$ cat src/verilog/bcx_params.svh
`ifndef BCX_PARAMS_SVH
`define BCX_PARAMS_SVH

// instruction word geometry
`define BCX_IW             12
`define BCX_LIT_MSB        7
`define BCX_DEST_BIT       5
`define BCX_FADDR_MSB      4

// opcode patterns and the masks that select their fixed bits
`define BCX_MASK_LIT       12'hf00
`define BCX_MASK_FILE      12'hfc0
`define BCX_MASK_FULL      12'hfff
`define BCX_ENC_LOAD_LIT   12'hc00
`define BCX_ENC_RET_LIT    12'h800
`define BCX_ENC_OPT_LOAD   12'h002
`define BCX_ENC_SLEEP      12'h003
`define BCX_ENC_SUB        12'h080
`define BCX_ENC_ROT_RIGHT  12'h300
`define BCX_ENC_ROT_LEFT   12'h340

// register bus map, word offsets on a 6-bit address
`define BCX_AW             6
`define BCX_OFF_ACC        6'h00
`define BCX_OFF_STATUS     6'h01
`define BCX_OFF_OPTION     6'h02
`define BCX_OFF_CORE       6'h03
`define BCX_OFF_FILE_BASE  6'h20

// status field positions
`define BCX_ST_CARRY       0
`define BCX_ST_HALF        1
`define BCX_ST_ZERO        2
`define BCX_ST_PD_N        3
`define BCX_ST_TO_N        4
`define BCX_ST_WAKE        7

// reset values
`define BCX_RST_ACC        8'h00
`define BCX_RST_OPTION     8'hff

`endif

$ cat src/verilog/bcx_pkg.sv
package bcx_pkg;

  // sequencer states
  typedef enum logic [1:0] {
    ST_IDLE  = 2'b00,
    ST_FILE  = 2'b01,
    ST_RET   = 2'b10,
    ST_SLEEP = 2'b11
  } bcx_state_t;

  // file-register operations finished in the second cycle
  typedef enum logic [1:0] {
    ALU_SUB = 2'b00,
    ALU_RL  = 2'b01,
    ALU_RR  = 2'b10
  } bcx_alu_t;

  // instruction from fetch
  typedef struct packed {
    logic        valid;
    logic [11:0] word;
  } bcx_instr_t;

  // register bus request
  typedef struct packed {
    logic [5:0] addr;
    logic [7:0] wdata;
    logic       wr;
    logic       rd;
  } bcx_bus_t;

  // all state of the core except the pc and the file write mirror
  typedef struct packed {
    bcx_state_t st;
    bcx_alu_t   alu;
    logic [7:0] acc;
    logic [7:0] opt;
    logic       carry;
    logic       half;
    logic       zero;
    logic       to_n;
    logic       pd_n;
    logic       wake;
    logic       dest_file;
    logic [4:0] faddr;
    logic       ready;
    logic       pc_load;
    logic       flush;
    logic       opt_load;
    logic       wdt_clr;
    logic       psc_clr;
    logic       osc_stop;
    logic [7:0] rdata;
  } bcx_core_t;

endpackage

$ cat src/verilog/bcx_core.sv
// Implementation choices: the register offsets and the plain strobed port.
`include "bcx_params.svh"

module bcx_core #(
  parameter int FILE_DEPTH = 32
) (
  // clock and reset
  input  wire logic                ref_clk,
  input  wire logic                rst_n,
  // instruction from fetch
  input  wire bcx_pkg::bcx_instr_t instr,
  output logic                     instr_ready,
  // program counter control
  input  wire logic [10:0]         stack_top,
  output logic [10:0]              pc_value,
  output logic                     pc_load,
  output logic                     fetch_flush,
  // option register
  output logic [7:0]               option_value,
  output logic                     option_load,
  // watchdog and sleep
  output logic                     watchdog_counter_clr,
  output logic                     prescaler_clr,
  output logic                     osc_stop,
  input  wire logic                wake_req,
  // file register write mirror
  output logic                     file_wr_en,
  output logic [4:0]               file_wr_addr,
  output logic [7:0]               file_wr_data,
  // register bus
  input  wire bcx_pkg::bcx_bus_t   bus,
  output logic [7:0]               bus_rdata
);

  bcx_pkg::bcx_core_t s_reg;
  bcx_pkg::bcx_core_t s_next;

  logic [10:0] pc_reg;
  logic [10:0] pc_next;
  logic        fw_en_reg;
  logic        fw_en_next;
  logic [4:0]  fw_addr_reg;
  logic [4:0]  fw_addr_next;
  logic [7:0]  fw_data_reg;
  logic [7:0]  fw_data_next;

  // decode of the word on the fetch port
  logic        take;
  logic [7:0]  lit;
  logic [4:0]  faddr_in;
  logic        dest_in;
  logic        is_load_lit;
  logic        is_ret_lit;
  logic        is_opt_load;
  logic        is_sleep;
  logic        is_sub;
  logic        is_rot_left;
  logic        is_rot_right;

  // file operand and results of the second cycle
  logic [7:0]  fval;
  logic [8:0]  sub_sum;
  logic [4:0]  sub_low;
  logic [7:0]  res;
  logic        res_carry;

  // file write from core and bus
  logic        core_fwr;
  logic        bus_fwr;
  logic        mem_wr;
  logic [4:0]  mem_waddr;
  logic [7:0]  mem_wdata;
  logic [7:0]  status_view;
  logic [7:0]  core_view;

  // instruction fields
  assign take         = instr.valid && s_reg.ready;
  assign lit          = instr.word[`BCX_LIT_MSB:0];
  assign faddr_in     = instr.word[`BCX_FADDR_MSB:0];
  assign dest_in      = instr.word[`BCX_DEST_BIT];
  assign is_load_lit  = (instr.word & `BCX_MASK_LIT) == `BCX_ENC_LOAD_LIT;
  assign is_ret_lit   = (instr.word & `BCX_MASK_LIT) == `BCX_ENC_RET_LIT;
  assign is_opt_load  = (instr.word & `BCX_MASK_FULL) == `BCX_ENC_OPT_LOAD;
  assign is_sleep     = (instr.word & `BCX_MASK_FULL) == `BCX_ENC_SLEEP;
  assign is_sub       = (instr.word & `BCX_MASK_FILE) == `BCX_ENC_SUB;
  assign is_rot_left  = (instr.word & `BCX_MASK_FILE) == `BCX_ENC_ROT_LEFT;
  assign is_rot_right = (instr.word & `BCX_MASK_FILE) == `BCX_ENC_ROT_RIGHT;

  // file register storage, read address given in the accepting cycle
  bcx_file_mem #(
    .W (8),
    .D (FILE_DEPTH),
    .A (5)
  ) u_file (
    .ref_clk (ref_clk),
    .rst_n   (rst_n),
    .wr_en   (mem_wr),
    .wr_addr (mem_waddr),
    .wr_data (mem_wdata),
    .rd_addr (faddr_in),
    .rd_data (fval)
  );

  // subtract as f plus inverted accumulator plus one
  assign sub_sum = {1'b0, fval} + {1'b0, ~s_reg.acc} + 9'h001;
  assign sub_low = {1'b0, fval[3:0]} + {1'b0, ~s_reg.acc[3:0]} + 5'h01;

  // result and carry of the file operation in flight
  always_comb begin
    res       = sub_sum[7:0];
    res_carry = sub_sum[8];
    case (s_reg.alu)
      bcx_pkg::ALU_SUB: begin
        res       = sub_sum[7:0];
        res_carry = sub_sum[8];
      end
      bcx_pkg::ALU_RL: begin
        res       = {fval[6:0], s_reg.carry};
        res_carry = fval[7];
      end
      bcx_pkg::ALU_RR: begin
        res       = {s_reg.carry, fval[7:1]};
        res_carry = fval[0];
      end
      default: begin
        res       = fval;
        res_carry = s_reg.carry;
      end
    endcase
  end

  // the core wins the write port; a bus file write in that cycle is dropped
  assign core_fwr  = (s_reg.st == bcx_pkg::ST_FILE) && s_reg.dest_file;
  assign bus_fwr   = bus.wr && (bus.addr[5] == 1'(`BCX_OFF_FILE_BASE >> 5));
  assign mem_wr    = core_fwr || bus_fwr;
  assign mem_waddr = core_fwr ? s_reg.faddr : bus.addr[4:0];
  assign mem_wdata = core_fwr ? res : bus.wdata;

  // status and core views for the bus
  always_comb begin
    status_view                = 8'h00;
    status_view[`BCX_ST_CARRY] = s_reg.carry;
    status_view[`BCX_ST_HALF]  = s_reg.half;
    status_view[`BCX_ST_ZERO]  = s_reg.zero;
    status_view[`BCX_ST_PD_N]  = s_reg.pd_n;
    status_view[`BCX_ST_TO_N]  = s_reg.to_n;
    status_view[`BCX_ST_WAKE]  = s_reg.wake;
    core_view                  = {5'h00, s_reg.osc_stop, s_reg.st};
  end

  // sequencer, flags and bus; an instruction outranks a bus write of the
  // same register because software must not undo a completed operation
  always_comb begin
    s_next          = s_reg;
    pc_next         = pc_reg;
    fw_en_next      = 1'b0;
    fw_addr_next    = fw_addr_reg;
    fw_data_next    = fw_data_reg;
    s_next.pc_load  = 1'b0;
    s_next.flush    = 1'b0;
    s_next.opt_load = 1'b0;
    s_next.wdt_clr  = 1'b0;
    s_next.psc_clr  = 1'b0;
    s_next.rdata    = 8'h00;

    // bus writes first, so the core below may override them
    if (bus.wr) begin
      case (bus.addr)
        `BCX_OFF_ACC: begin
          s_next.acc = bus.wdata;
        end
        `BCX_OFF_STATUS: begin
          s_next.carry = bus.wdata[`BCX_ST_CARRY];
          s_next.half  = bus.wdata[`BCX_ST_HALF];
          s_next.zero  = bus.wdata[`BCX_ST_ZERO];
          s_next.pd_n  = bus.wdata[`BCX_ST_PD_N];
          s_next.to_n  = bus.wdata[`BCX_ST_TO_N];
          s_next.wake  = bus.wdata[`BCX_ST_WAKE];
        end
        default: begin
          s_next.acc = s_next.acc;
        end
      endcase
    end

    // bus read data, valid only in the following cycle
    if (bus.rd) begin
      case (bus.addr)
        `BCX_OFF_ACC:    s_next.rdata = s_reg.acc;
        `BCX_OFF_STATUS: s_next.rdata = status_view;
        `BCX_OFF_OPTION: s_next.rdata = s_reg.opt;
        `BCX_OFF_CORE:   s_next.rdata = core_view;
        default:         s_next.rdata = 8'h00;
      endcase
    end

    case (s_reg.st)
      bcx_pkg::ST_IDLE: begin
        if (take) begin
          if (is_load_lit) begin
            s_next.acc = lit;
          end else if (is_opt_load) begin
            s_next.opt      = s_reg.acc;
            s_next.opt_load = 1'b1;
          end else if (is_ret_lit) begin
            s_next.acc     = lit;
            pc_next        = stack_top;
            s_next.pc_load = 1'b1;
            s_next.flush   = 1'b1;
            s_next.ready   = 1'b0;
            s_next.st      = bcx_pkg::ST_RET;
          end else if (is_sleep) begin
            s_next.wdt_clr  = 1'b1;
            s_next.psc_clr  = 1'b1;
            s_next.to_n     = 1'b1;
            s_next.pd_n     = 1'b0;
            s_next.wake     = s_reg.wake;
            s_next.osc_stop = 1'b1;
            s_next.ready    = 1'b0;
            s_next.st       = bcx_pkg::ST_SLEEP;
          end else if (is_sub || is_rot_left || is_rot_right) begin
            s_next.faddr     = faddr_in;
            s_next.dest_file = dest_in;
            s_next.ready     = 1'b0;
            s_next.st        = bcx_pkg::ST_FILE;
            if (is_sub) begin
              s_next.alu = bcx_pkg::ALU_SUB;
            end else if (is_rot_left) begin
              s_next.alu = bcx_pkg::ALU_RL;
            end else begin
              s_next.alu = bcx_pkg::ALU_RR;
            end
          end
        end
      end

      bcx_pkg::ST_FILE: begin
        // operand has arrived from storage, finish the operation
        if (s_reg.dest_file) begin
          fw_en_next   = 1'b1;
          fw_addr_next = s_reg.faddr;
          fw_data_next = res;
        end else begin
          s_next.acc = res;
        end
        s_next.carry = res_carry;
        if (s_reg.alu == bcx_pkg::ALU_SUB) begin
          s_next.half = sub_low[4];
          s_next.zero = (res == 8'h00);
        end
        s_next.ready = 1'b1;
        s_next.st    = bcx_pkg::ST_IDLE;
      end

      bcx_pkg::ST_RET: begin
        // second cycle of the return; fetch refills from the new pc
        s_next.ready = 1'b1;
        s_next.st    = bcx_pkg::ST_IDLE;
      end

      bcx_pkg::ST_SLEEP: begin
        // nothing executes until a wake source restarts the core
        if (wake_req) begin
          s_next.osc_stop = 1'b0;
          s_next.ready    = 1'b1;
          s_next.st       = bcx_pkg::ST_IDLE;
        end
      end

      default: begin
        s_next.ready = 1'b1;
        s_next.st    = bcx_pkg::ST_IDLE;
      end
    endcase

    // synchronous reset
    if (!rst_n) begin
      s_next       = '0;
      s_next.st    = bcx_pkg::ST_IDLE;
      s_next.alu   = bcx_pkg::ALU_SUB;
      s_next.acc   = `BCX_RST_ACC;
      s_next.opt   = `BCX_RST_OPTION;
      s_next.to_n  = 1'b1;
      s_next.pd_n  = 1'b1;
      s_next.ready = 1'b1;
      pc_next      = 11'h000;
      fw_en_next   = 1'b0;
      fw_addr_next = 5'h00;
      fw_data_next = 8'h00;
    end
  end

  // one register stage for all state
  always_ff @(posedge ref_clk) begin
    s_reg       <= s_next;
    pc_reg      <= pc_next;
    fw_en_reg   <= fw_en_next;
    fw_addr_reg <= fw_addr_next;
    fw_data_reg <= fw_data_next;
  end

  // outputs straight from flip-flops
  assign instr_ready          = s_reg.ready;
  assign pc_value             = pc_reg;
  assign pc_load              = s_reg.pc_load;
  assign fetch_flush          = s_reg.flush;
  assign option_value         = s_reg.opt;
  assign option_load          = s_reg.opt_load;
  assign watchdog_counter_clr = s_reg.wdt_clr;
  assign prescaler_clr        = s_reg.psc_clr;
  assign osc_stop             = s_reg.osc_stop;
  assign file_wr_en           = fw_en_reg;
  assign file_wr_addr         = fw_addr_reg;
  assign file_wr_data         = fw_data_reg;
  assign bus_rdata            = s_reg.rdata;

endmodule

$ cat src/verilog/bcx_file_mem.sv
module bcx_file_mem #(
  parameter int W = 8,
  parameter int D = 32,
  parameter int A = 5
) (
  // clock and reset
  input  wire logic         ref_clk,
  input  wire logic         rst_n,
  // write port
  input  wire logic         wr_en,
  input  wire logic [A-1:0] wr_addr,
  input  wire logic [W-1:0] wr_data,
  // read port, data registered
  input  wire logic [A-1:0] rd_addr,
  output logic      [W-1:0] rd_data
);

  typedef struct packed {
    logic [D-1:0][W-1:0] mem;
    logic [W-1:0]        rd;
  } bcx_mem_t;

  bcx_mem_t m_reg;
  bcx_mem_t m_next;

  // read sees the old word when read and write hit the same entry
  always_comb begin
    m_next = m_reg;
    m_next.rd = m_reg.mem[rd_addr];
    if (wr_en) begin
      m_next.mem[wr_addr] = wr_data;
    end
    if (!rst_n) begin
      m_next = '0;
    end
  end

  always_ff @(posedge ref_clk) begin
    m_reg <= m_next;
  end

  assign rd_data = m_reg.rd;

endmodule

$ cat config.mk
export PLATFORM = sky130hd
export DESIGN_NAME = bcx_core
export DESIGN_NICKNAME = d
export VERILOG_FILES = /design/src/verilog/bcx_pkg.sv /design/src/verilog/bcx_core.sv /design/src/verilog/bcx_file_mem.sv
export VERILOG_INCLUDE_DIRS = /design/src /design/src/verilog
export SDC_FILE = /design/constraint.sdc
export NUM_CORES = 1
export LEC_CHECK = 0
export BUFFER_PORTS_ARGS = -buffer_cell sky130_fd_sc_hd__buf_4
export CAP_MARGIN = 20
export CORE_ASPECT_RATIO = 1.25
export CORE_MARGIN = 2
export CORE_UTILIZATION = 45
export DETAILED_ROUTE_END_ITERATION = 7
export PLACE_DENSITY = 0.74
export SETUP_SLACK_MARGIN = 0.02
export SLEW_MARGIN = 20
export SYNTH_ARGS = -nofsm -noshare
export SYNTH_HDL_FRONTEND = slang
export SYNTH_SLANG_ARGS = --single-unit
$ cat constraint.sdc
create_clock -name ref_clk -period 2.4 [get_ports ref_clk]
set_input_delay 0.48 -clock ref_clk [delete_from_list [all_inputs] [get_ports ref_clk]]
set_output_delay 0.48 -clock ref_clk [all_outputs]
set_load 0.03 [all_outputs]
==> results.py, run 1 <==
metrics = {
    "run_status": {
        "status": "completed",
    },
    "power": {
        "powerDensity_mw_per_mm2": 642,
        "finalPower_w": 0.0117,
        "p_leak_nw": 6.48,
        "combPwrFrac_pct": 8.4,
        "vdd_ir_drop_max_v": 0.000553,
        "pwr-share-seq_pct": 48.1,
        "p_sw_w": 0.00281,
        "intPower_w": 0.00885,
        "switching_share_pct": 24.1,
        "power_frac_clock_pct": 43.5,
    },
    "drt": {
        "ant_nets": 0,
        "drc_errors": 0,
        "drt_iter0_drc": 1009,
        "dr.pass1.iters": 5,
        "num_vias": 12596,
        "finalWirelength_um": 42700,
        "via_per_inst": 5.95,
        "routedWlPerCell_um": 20.2,
    },
    "sta": {
        "hold_viol_final": 0,
        "finalSetupViolCount": 0,
        "finalCritPeriodShare_pct": 98.7,
        "worst_pin_slew_ns": 0.676,
        "max_freq_mhz": 422,
        "rsz0062_at_grt": "true",
        "slew_viol_final": 0,
        "period_needed_ns": 2.37,
        "maxSlewHeadroom_pct": 54.9,
        "skew_ns": 0.0229,
    },
    "layout": {
        "synthToLayoutAreaGrowth_pct": 20.4,
        "diodes": 0,
        "layout-drive-gt1-share_pct": 26.2,
        "num-nets-final": 1727,
        "instances_no_fill": 2116,
        "final_core_util_pct": 54.5,
        "largest_reg_flops": 256,
        "final_area_mm2": 0.0182,
    },
    "floorplanning": {
        "row_count": 75,
        "die-height_um": 209,
        "start_util_pct": 45.3,
        "pin_count": 91,
        "core_mm2": 0.0333,
        "dieArea_mm2": 0.0350,
        "dieWidth_um": 168,
    },
    "grt": {
        "overflow": 0,
        "antenna_found_initial": 1,
        "grt.total_usage_pct": 23.5,
        "grt_pass1_vias": 12228,
        "grt_max_degree": 76,
        "grt_pass1_wl_um": 66500,
    },
    "yosys": {
        "synth_seq_cells": 334,
        "synth-simple-area-share_pct": 13.4,
        "synthAdderAreaFrac_pct": 1.21,
        "synth_top_family_by_area": "compound AO/OA/AOI/OAI gates",
        "synth_cells": 1579,
        "synth_edf_count": 0,
        "syn_avg_cell_area_um2": 9.56,
        "synth_compound_gate_area_share_pct": 19.6,
        "muxShareOfSynthArea_pct": 15.9,
        "synthArstFlopShare_pct": 0,
        "synth_cell_type_count": 63,
        "synth.area.top_cells": "dfxtp_1, mux4_2, a211oi_1",
        "yosys.area.top_type_share_pct": 44.3,
        "synth_area_leader_cell": "dfxtp_1",
        "syn-cell-area_mm2": 0.0151,
        "ys_warn_count": 0,
        "synthXorXnorAreaFrac_pct": 0.0580,
        "synth-main-ff-cell": "dfxtp_1",
        "seq_area_frac_synth_pct": 44.3,
        "syn-num-nets": 1636,
    },
    "job": {
        "max_cap_viol_count": 0,
    },
    "worst_setup_path": {
        "start_kind": "register",
        "path_class": "register to register",
        "critPathMaxFanout": 8,
        "end_kind": "register",
        "cp.arrival_ns": 2.84,
        "cp.required_ns": 2.87,
    },
    "cts": {
        "clkSlewWorstSetupHoldPaths_ns": 0.07,
        "cts_inserted_buffers": 30,
        "root_buffer": "clkbuf_16",
        "hold_buffers": 0,
        "ctsHtreeMaxLevel": 1,
        "clkLatencyLatePin_ns": 0.59,
        "cts_tree": "built",
        "cts_sinks": 334,
        "clockBufferDepth": 3,
    },
    "placement": {
        "placed_cells": 2048,
        "post_dp_cell_area_mm2": 0.0167,
        "io_buffers": 90,
        "gp_congestion": 0.937,
        "place_hpwl_um": 28000,
    },
    "min_path": {
        "hold_class": "input pin to register",
    },
}
## layout by cell type (no fill, tap or decap), types with 34 or more instances in the layout
master / count
mux4_2: 75
dfxtp_1: 332
nand2_1: 123
nor2_1: 186
mux2i_1: 47
a211oi_1: 135
a21oi_1: 158
clkbuf_16: 34
buf_4: 179
o21ai_0: 126
## stage by stage
| stage | hold slack [ns] | TNS [ns] | setup WS [ns] |
|---|---|---|---|
| final | 0.130 | 0 | 0.0315 |
| after global routing | 0.126 | -2.02 | -0.0694 |
| after CTS | 0.115 | 0 | 0.0102 |
| after detailed placement | 0.449 | -0.0637 | -0.0637 |
| after global placement | 0.441 | -0.0818 | -0.0818 |
| after floorplan | 0.446 | 0 | 0.00806 |
## critical path: stages, from the launching register on
cell       delay [ns]
dfxtp_2          0.33
inv_2            0.05
ha_4             0.15
fa_2             0.53
inv_2            0.03
a222oi_1         0.27
mux2i_1          0.16
nand2_1          0.11
a21boi_4         0.20
buf_12           0.15
clkbuf_16        0.17
a211oi_1         0.08
## area by class of cell
cell class,count,area [um^2]
tap,423,529
clock inverter,14,183
multi-input combinational,1070,7820
fill,2821,15100
inverter,23,91.3
sequential,334,6690
clock buffer,41,872
timing repair buffer,211,1990
## cells in the mapped netlist, drive strengths merged, types with 2 or more instances
| master | number |
|---|---|
| mux2 | 8 |
| a211oi | 146 |
| o32ai | 2 |
| nand3 | 17 |
| inv | 22 |
| nand2b | 5 |
| ha | 13 |
| nor2 | 216 |
| a21oi | 164 |
| nor3b | 3 |
| nand2 | 127 |
| dfxtp | 334 |
| and2 | 5 |
| mux4 | 75 |
| and3 | 2 |
| o21ai | 139 |
| a221oi | 7 |
| a222oi | 2 |
| nand4 | 9 |
| clkbuf | 78 |
| buf | 74 |
| a31oi | 8 |
| o22ai | 2 |
| a21boi | 3 |
| o21a | 7 |
| nor3 | 16 |
| nor4 | 4 |
| nor2b | 10 |
| mux2i | 55 |
| a22oi | 4 |
## power groups by stage
stage	sequential (W)	combinational, W	clock [W]
after global placement	0.00573	0.000888	0
after CTS	0.00561	0.000902	0.00514
after floorplan	0.00573	0.000535	0
after global routing	0.00561	0.00104	0.00535
after detailed placement	0.00573	0.000896	0
final	0.00561	0.000977	0.00508
## final timing paths
| path | from | endpoint | slack [ns] | cells after the start |
|---|---|---|---|---|
| hold / removal | stack_top[10] | pc_value[10] | 0.13 | 3 |
| setup reg to reg | u_file.rd_data[0] | u_file.m_reg[193] | 0.03 | 11 |
| hold reg to reg | file_wr_addr[1] | file_wr_addr[1] | 0.46 | 2 |
| setup / recovery | u_file.rd_data[0] | u_file.m_reg[193] | 0.03 | 11 |
## logic make-up after synthesis
kind of cell | Yosys count
compound gates | 493
xor+xnor | 1
fa+ha+maj | 14
buf+inv | 175
flops | 334
mux | 138
simple gates | 424
## layer usage
layer  GRT usage, %  wire, um  up-vias
li1               -         -     5904
met1           29.9     17200     6097
met2           40.6     20900      497
met3           2.39      2760       98
met4           9.78      1830        0
met5              0         0        -
## repair_timing
item                                    4_1_cts  5_1_grt
endpoints found under the setup margin       11      212
gates resized for setup                       1       40
gates cloned                                  0        5
buffers inserted                              2        7
pin swaps                                     2       11
(Power assumes the default switching activity.)
==> run 2, diff against run 1 <==
Settings changed: CTS_BUF_LIST set to sky130_fd_sc_hd__clkbuf_2 sky130_fd_sc_hd__clkbuf_4 sky130_fd_sc_hd__clkbuf_8.
==> results.py, run 2 (same netlist as run 1, synthesis figures left out) <==
metrics = {
    "cts": {
        "hold_buffers": 0,
        "ctsHtreeMaxLevel": 2,
        "clockBufferDepth": 3,
        "cts_tree": "built",
        "cts_sinks": 334,
        "root_buffer": "clkbuf_8",
        "clkSlewWorstSetupHoldPaths_ns": 0.06,
        "clkLatencyLatePin_ns": 0.62,
        "cts_inserted_buffers": 49,
    },
    "power": {
        "powerDensity_mw_per_mm2": 622,
        "vdd_ir_drop_max_v": 0.000370,
        "finalPower_w": 0.0113,
        "p_leak_nw": 6.49,
    },
    "drt": {
        "via_per_inst": 5.89,
        "num_vias": 12600,
        "drc_errors": 0,
        "dr.pass1.iters": 6,
        "drt_iter0_drc": 1052,
        "finalWirelength_um": 42400,
        "routedWlPerCell_um": 19.8,
        "ant_nets": 0,
    },
    "floorplanning": {
        "dieWidth_um": 168,
        "start_util_pct": 45.3,
        "core_mm2": 0.0333,
        "die-height_um": 209,
        "row_count": 75,
        "pin_count": 91,
        "dieArea_mm2": 0.0350,
    },
    "layout": {
        "num-nets-final": 1744,
        "final_common_cell": "dfxtp_1",
        "final_core_util_pct": 54.4,
        "layout-drive-gt1-share_pct": 28.0,
        "diodes": 0,
        "synthToLayoutAreaGrowth_pct": 20.1,
        "instances_no_fill": 2141,
        "largest_reg_flops": 256,
        "layout_common_cells": "dfxtp_1, nor2_1, buf_4, a21oi_1, o21ai_0",
    },
    "worst_setup_path": {
        "path_class": "register to register",
        "critPathMaxFanout": 8,
        "cp.arrival_ns": 2.82,
        "end_kind": "register",
        "cp.required_ns": 2.88,
        "start_kind": "register",
    },
    "sta": {
        "finalCritPeriodShare_pct": 97.6,
        "skew_ns": 0.0233,
        "hold_ws_ns": 0.121,
        "maxSlewHeadroom_pct": 54.9,
        "worst_pin_slew_ns": 0.676,
        "max_freq_mhz": 427,
        "finalSetupViolCount": 0,
        "hold_viol_final": 0,
        "rsz0062_at_grt": "true",
        "period_needed_ns": 2.34,
        "slew_viol_final": 0,
    },
    "grt": {
        "grt_pass1_wl_um": 66100,
        "antenna_found_initial": 1,
        "grt.total_usage_pct": 23.4,
        "grt_max_degree": 76,
        "overflow": 0,
        "grt_pass1_vias": 12265,
    },
    "run_status": {
        "status": "completed",
    },
    "min_path": {
        "hold_class": "input pin to register",
    },
    "placement": {
        "place_hpwl_um": 28000,
        "placed_cells": 2048,
        "io_buffers": 90,
        "gp_congestion": 0.937,
    },
    "job": {
        "max_cap_viol_count": 0,
    },
}
## run 2: cell types whose count changed in the layout (fill, tap and decap cells not counted), sizes merged
cell	change
clkinv	-5
bufinv	-3
buf	-1
inv	+2
clkinvlp	-1
clkbuf	+33
## run 2: cell type report
cell class / instances / area [um^2]
sequential: 334 / 6690
clock inverter: 7 / 55.1
multi-input combinational: 1070 / 7870
timing repair buffer: 209 / 1940
clock buffer: 75 / 945
fill: 2817 / 15200
tap: 423 / 529
inverter: 23 / 91.3
## run 2: path summary, 6_finish.rpt
kind	startpoint	to	slack (ns)	depth (start not counted)
hold / removal	stack_top[4]	pc_value[4]	0.12	3
setup reg to reg	u_file.rd_data[0]	u_file.m_reg[209]	0.06	11
setup / recovery	u_file.rd_data[0]	u_file.m_reg[209]	0.06	11
hold reg to reg	file_wr_addr[1]	file_wr_addr[1]	0.46	2
## run 2: metrics by stage
step | cell area, um^2 | TNS, ns | setup WS (ns)
detailed placement | 16700 | -0.0637 | -0.0637
CTS | 17700 | 0 | 0.0246
finish | 18100 | 0 | 0.0572
global route | 18100 | -1.06 | -0.0574
floorplan | 15100 | 0 | 0.00806
global placement | 16700 | -0.0818 | -0.0818
## run 2: critical path, stage by stage (launching register included)
cell	delay (ns)
dfxtp_2	0.33
inv_2	0.05
ha_4	0.15
fa_2	0.52
inv_2	0.03
a222oi_1	0.26
mux2i_1	0.16
nand2_1	0.11
a21boi_4	0.20
buf_12	0.15
clkbuf_16	0.18
a211oi_1	0.07
## run 2: per-layer routing
layer | vias to the layer above | global-route usage (%) | wire length [um]
met5 | - | 0 | 0
met4 | 0 | 10.1 | 1790
met3 | 103 | 3.54 | 2920
met2 | 478 | 39.9 | 20800
met1 | 6077 | 29.4 | 16900
li1 | 5942 | - | -
## run 2: report_power, final
part / internal (W) / leakage [nW] / total [W] / switching [W]
Sequential: 0.00559 / 2.69 / 0.00561 / 0.0000252
Clock: 0.00251 / 0.532 / 0.00469 / 0.00219
Combinational: 0.000385 / 3.26 / 0.000972 / 0.000587
## run 2: timing repair
item / in CTS / in global routing
setup endpoints to repair: 5 / 207
cloned: 0 / 4
buffers inserted: 2 / 5
pin swaps: 2 / 14
resized for setup: 1 / 49
==> run 3, diff against run 2 <==
Settings changed: CORE_UTILIZATION 45 to 31, PLACE_DENSITY 0.74 to 0.58.
==> results.py, run 3 (same netlist as run 1, synthesis figures left out) <==
metrics = {
    "run_status": {
        "status": "complete, but fails checks",
        "violations": "setup timing",
    },
    "power": {
        "p_sw_w": 0.00288,
        "combPwrFrac_pct": 8.9,
        "power_frac_clock_pct": 43.0,
        "switching_share_pct": 24.7,
        "p_leak_nw": 6.65,
        "powerDensity_mw_per_mm2": 627,
        "intPower_w": 0.00878,
        "pwr-share-seq_pct": 48.1,
        "vdd_ir_drop_max_v": 0.000323,
    },
    "cts": {
        "hold_buffers": 0,
        "clkLatencyLatePin_ns": 0.61,
        "cts_tree": "built",
        "ctsHtreeMaxLevel": 2,
        "root_buffer": "clkbuf_8",
        "cts_inserted_buffers": 51,
        "cts_sinks": 334,
        "clockBufferDepth": 3,
        "clkSlewWorstSetupHoldPaths_ns": 0.07,
    },
    "sta": {
        "period_needed_ns": 2.43,
        "finalCritPeriodShare_pct": 101,
        "fin_ws_ns": -0.0250,
        "hold_viol_final": 0,
        "hold_ws_ns": 0.125,
        "worst_pin_slew_ns": 0.596,
        "maxSlewHeadroom_pct": 60.1,
        "skew_ns": 0.0326,
        "max_freq_mhz": 412,
        "fin_tns_setup_ns": -0.275,
        "finalSetupViolCount": 16,
        "slew_viol_final": 0,
        "rsz0062_at_grt": "true",
    },
    "grt": {
        "grt_pass1_wl_um": 69700,
        "grt_pass1_vias": 12140,
        "grt.total_usage_pct": 17.3,
        "overflow": 0,
        "grt_max_degree": 58,
        "antenna_found_initial": 1,
    },
    "layout": {
        "regArea_mm2": 0.00670,
        "layout_common_cells": "dfxtp_1, buf_4, nor2_1, a21oi_1, a211oi_1",
        "nFillCells": 4787,
        "layout-drive-gt1-share_pct": 29.1,
        "largest_reg_flops": 256,
        "num-nets-final": 1769,
        "multiInputGateArea_mm2": 0.00785,
        "synthToLayoutAreaGrowth_pct": 23.4,
        "final_common_cell": "dfxtp_1",
    },
    "min_path": {
        "hold_class": "input pin to register",
        "hp-start": "stack_top[7]",
        "hold_depth": 3,
    },
    "placement": {
        "place_hpwl_um": 30800,
        "io_buffers": 90,
        "gp_congestion": 0.910,
        "pre_cts_ws_ns": 0.0225,
    },
    "worst_setup_path": {
        "cp.arrival_ns": 2.90,
        "path_class": "register to register",
        "r2r-end": "u_file.m_reg[81]",
        "cp.required_ns": 2.87,
        "rr_startpoint": "u_file.rd_data[0]",
        "worstSetupStartpoint": "u_file.rd_data[0]",
        "reg2reg_slack_ns": -0.03,
        "r2r_cells": 11,
        "start_kind": "register",
        "critPathMaxFanout": 8,
        "end_kind": "register",
        "endpoint": "u_file.m_reg[81]",
    },
    "floorplanning": {
        "row_count": 90,
        "dieArea_mm2": 0.0505,
        "pin_count": 91,
        "core_mm2": 0.0482,
        "die-height_um": 251,
        "dieWidth_um": 201,
        "start_util_pct": 31.3,
    },
    "drt": {
        "via_per_inst": 5.21,
        "routedWlPerCell_um": 19.3,
        "ant_nets": 0,
        "drc_errors": 0,
        "dr.pass1.iters": 6,
        "finalWirelength_um": 46100,
        "num_vias": 12481,
        "drt_iter0_drc": 893,
    },
    "job": {
        "max_cap_viol_count": 0,
    },
}
run 3: changes by cell type in the layout (fill, tap and decap cells not counted), sizes merged:
| cell | change |
|---|---|
| buf | +22 |
| bufinv | +1 |
| clkbuf | +9 |
| diode | +1 |
| inv | -1 |
run 3: repair_timing:
action,in CTS,in global routing
pin swaps,2,9
cloned,0,5
resized for setup,5,43
setup endpoints to repair,14,213
setup buffers,0,12
run 3: area by class of cell:
cell class	instances	area share (%)
antenna	1	0.0134
clock buffer	83	5.46
clock inverter	7	0.356
inverter	23	0.491
multi-input combinational	1070	42.2
sequential	334	36.0
tap	644	4.33
timing repair buffer	232	11.2
run 3: critical path, cell delays in order (launching register included):
cell      delay [ns]
dfxtp_2         0.33
inv_2           0.05
ha_4            0.15
fa_2            0.51
inv_1           0.04
a222oi_1        0.30
mux2i_1         0.16
nand2_1         0.13
a21boi_4        0.25
buf_12          0.15
buf_6           0.14
a211oi_1        0.07
run 3: per-layer routing:
metal / GRT usage [%] / routed length [um] / vias up
li1: - / - / 5996
met1: 21.0 / 19200 / 6011
met2: 31.2 / 23200 / 373
met3: 2.16 / 1980 / 101
met4: 6.41 / 1760 / 0
met5: 0 / 0 / -
run 3: stage by stage:
stage | utilization (%) | instances | instance area (um^2) | total power [W]
after floorplan | - | 1579 | 15100 | 0.00627
final | 38.6 | 2394 | 18600 | 0.0117
after global routing | 38.6 | 2394 | 18600 | 0.0121
after CTS | 37.7 | 2376 | 18200 | 0.0117
after global placement | 35.4 | 2286 | 17100 | 0.00667
after detailed placement | 35.4 | 2286 | 17100 | 0.00668
run 3: power groups by stage:
stage | combinational (W) | clock [W] | sequential [W]
finish | 0.00104 | 0.00502 | 0.00561
global route | 0.00110 | 0.00536 | 0.00561
CTS | 0.000960 | 0.00514 | 0.00561
detailed placement | 0.000948 | 0 | 0.00573
global placement | 0.000941 | 0 | 0.00573
floorplan | 0.000535 | 0 | 0.00573
run 3: worst min-delay path by stage:
stage | to | slack [ns]
floorplan | u_file.m_reg[237] | 0.45
global placement | pc_value[0] | 0.44
detailed placement | file_wr_addr[2] | 0.45
CTS | pc_value[7] | 0.08
global route | pc_value[7] | 0.11
finish | pc_value[7] | 0.12
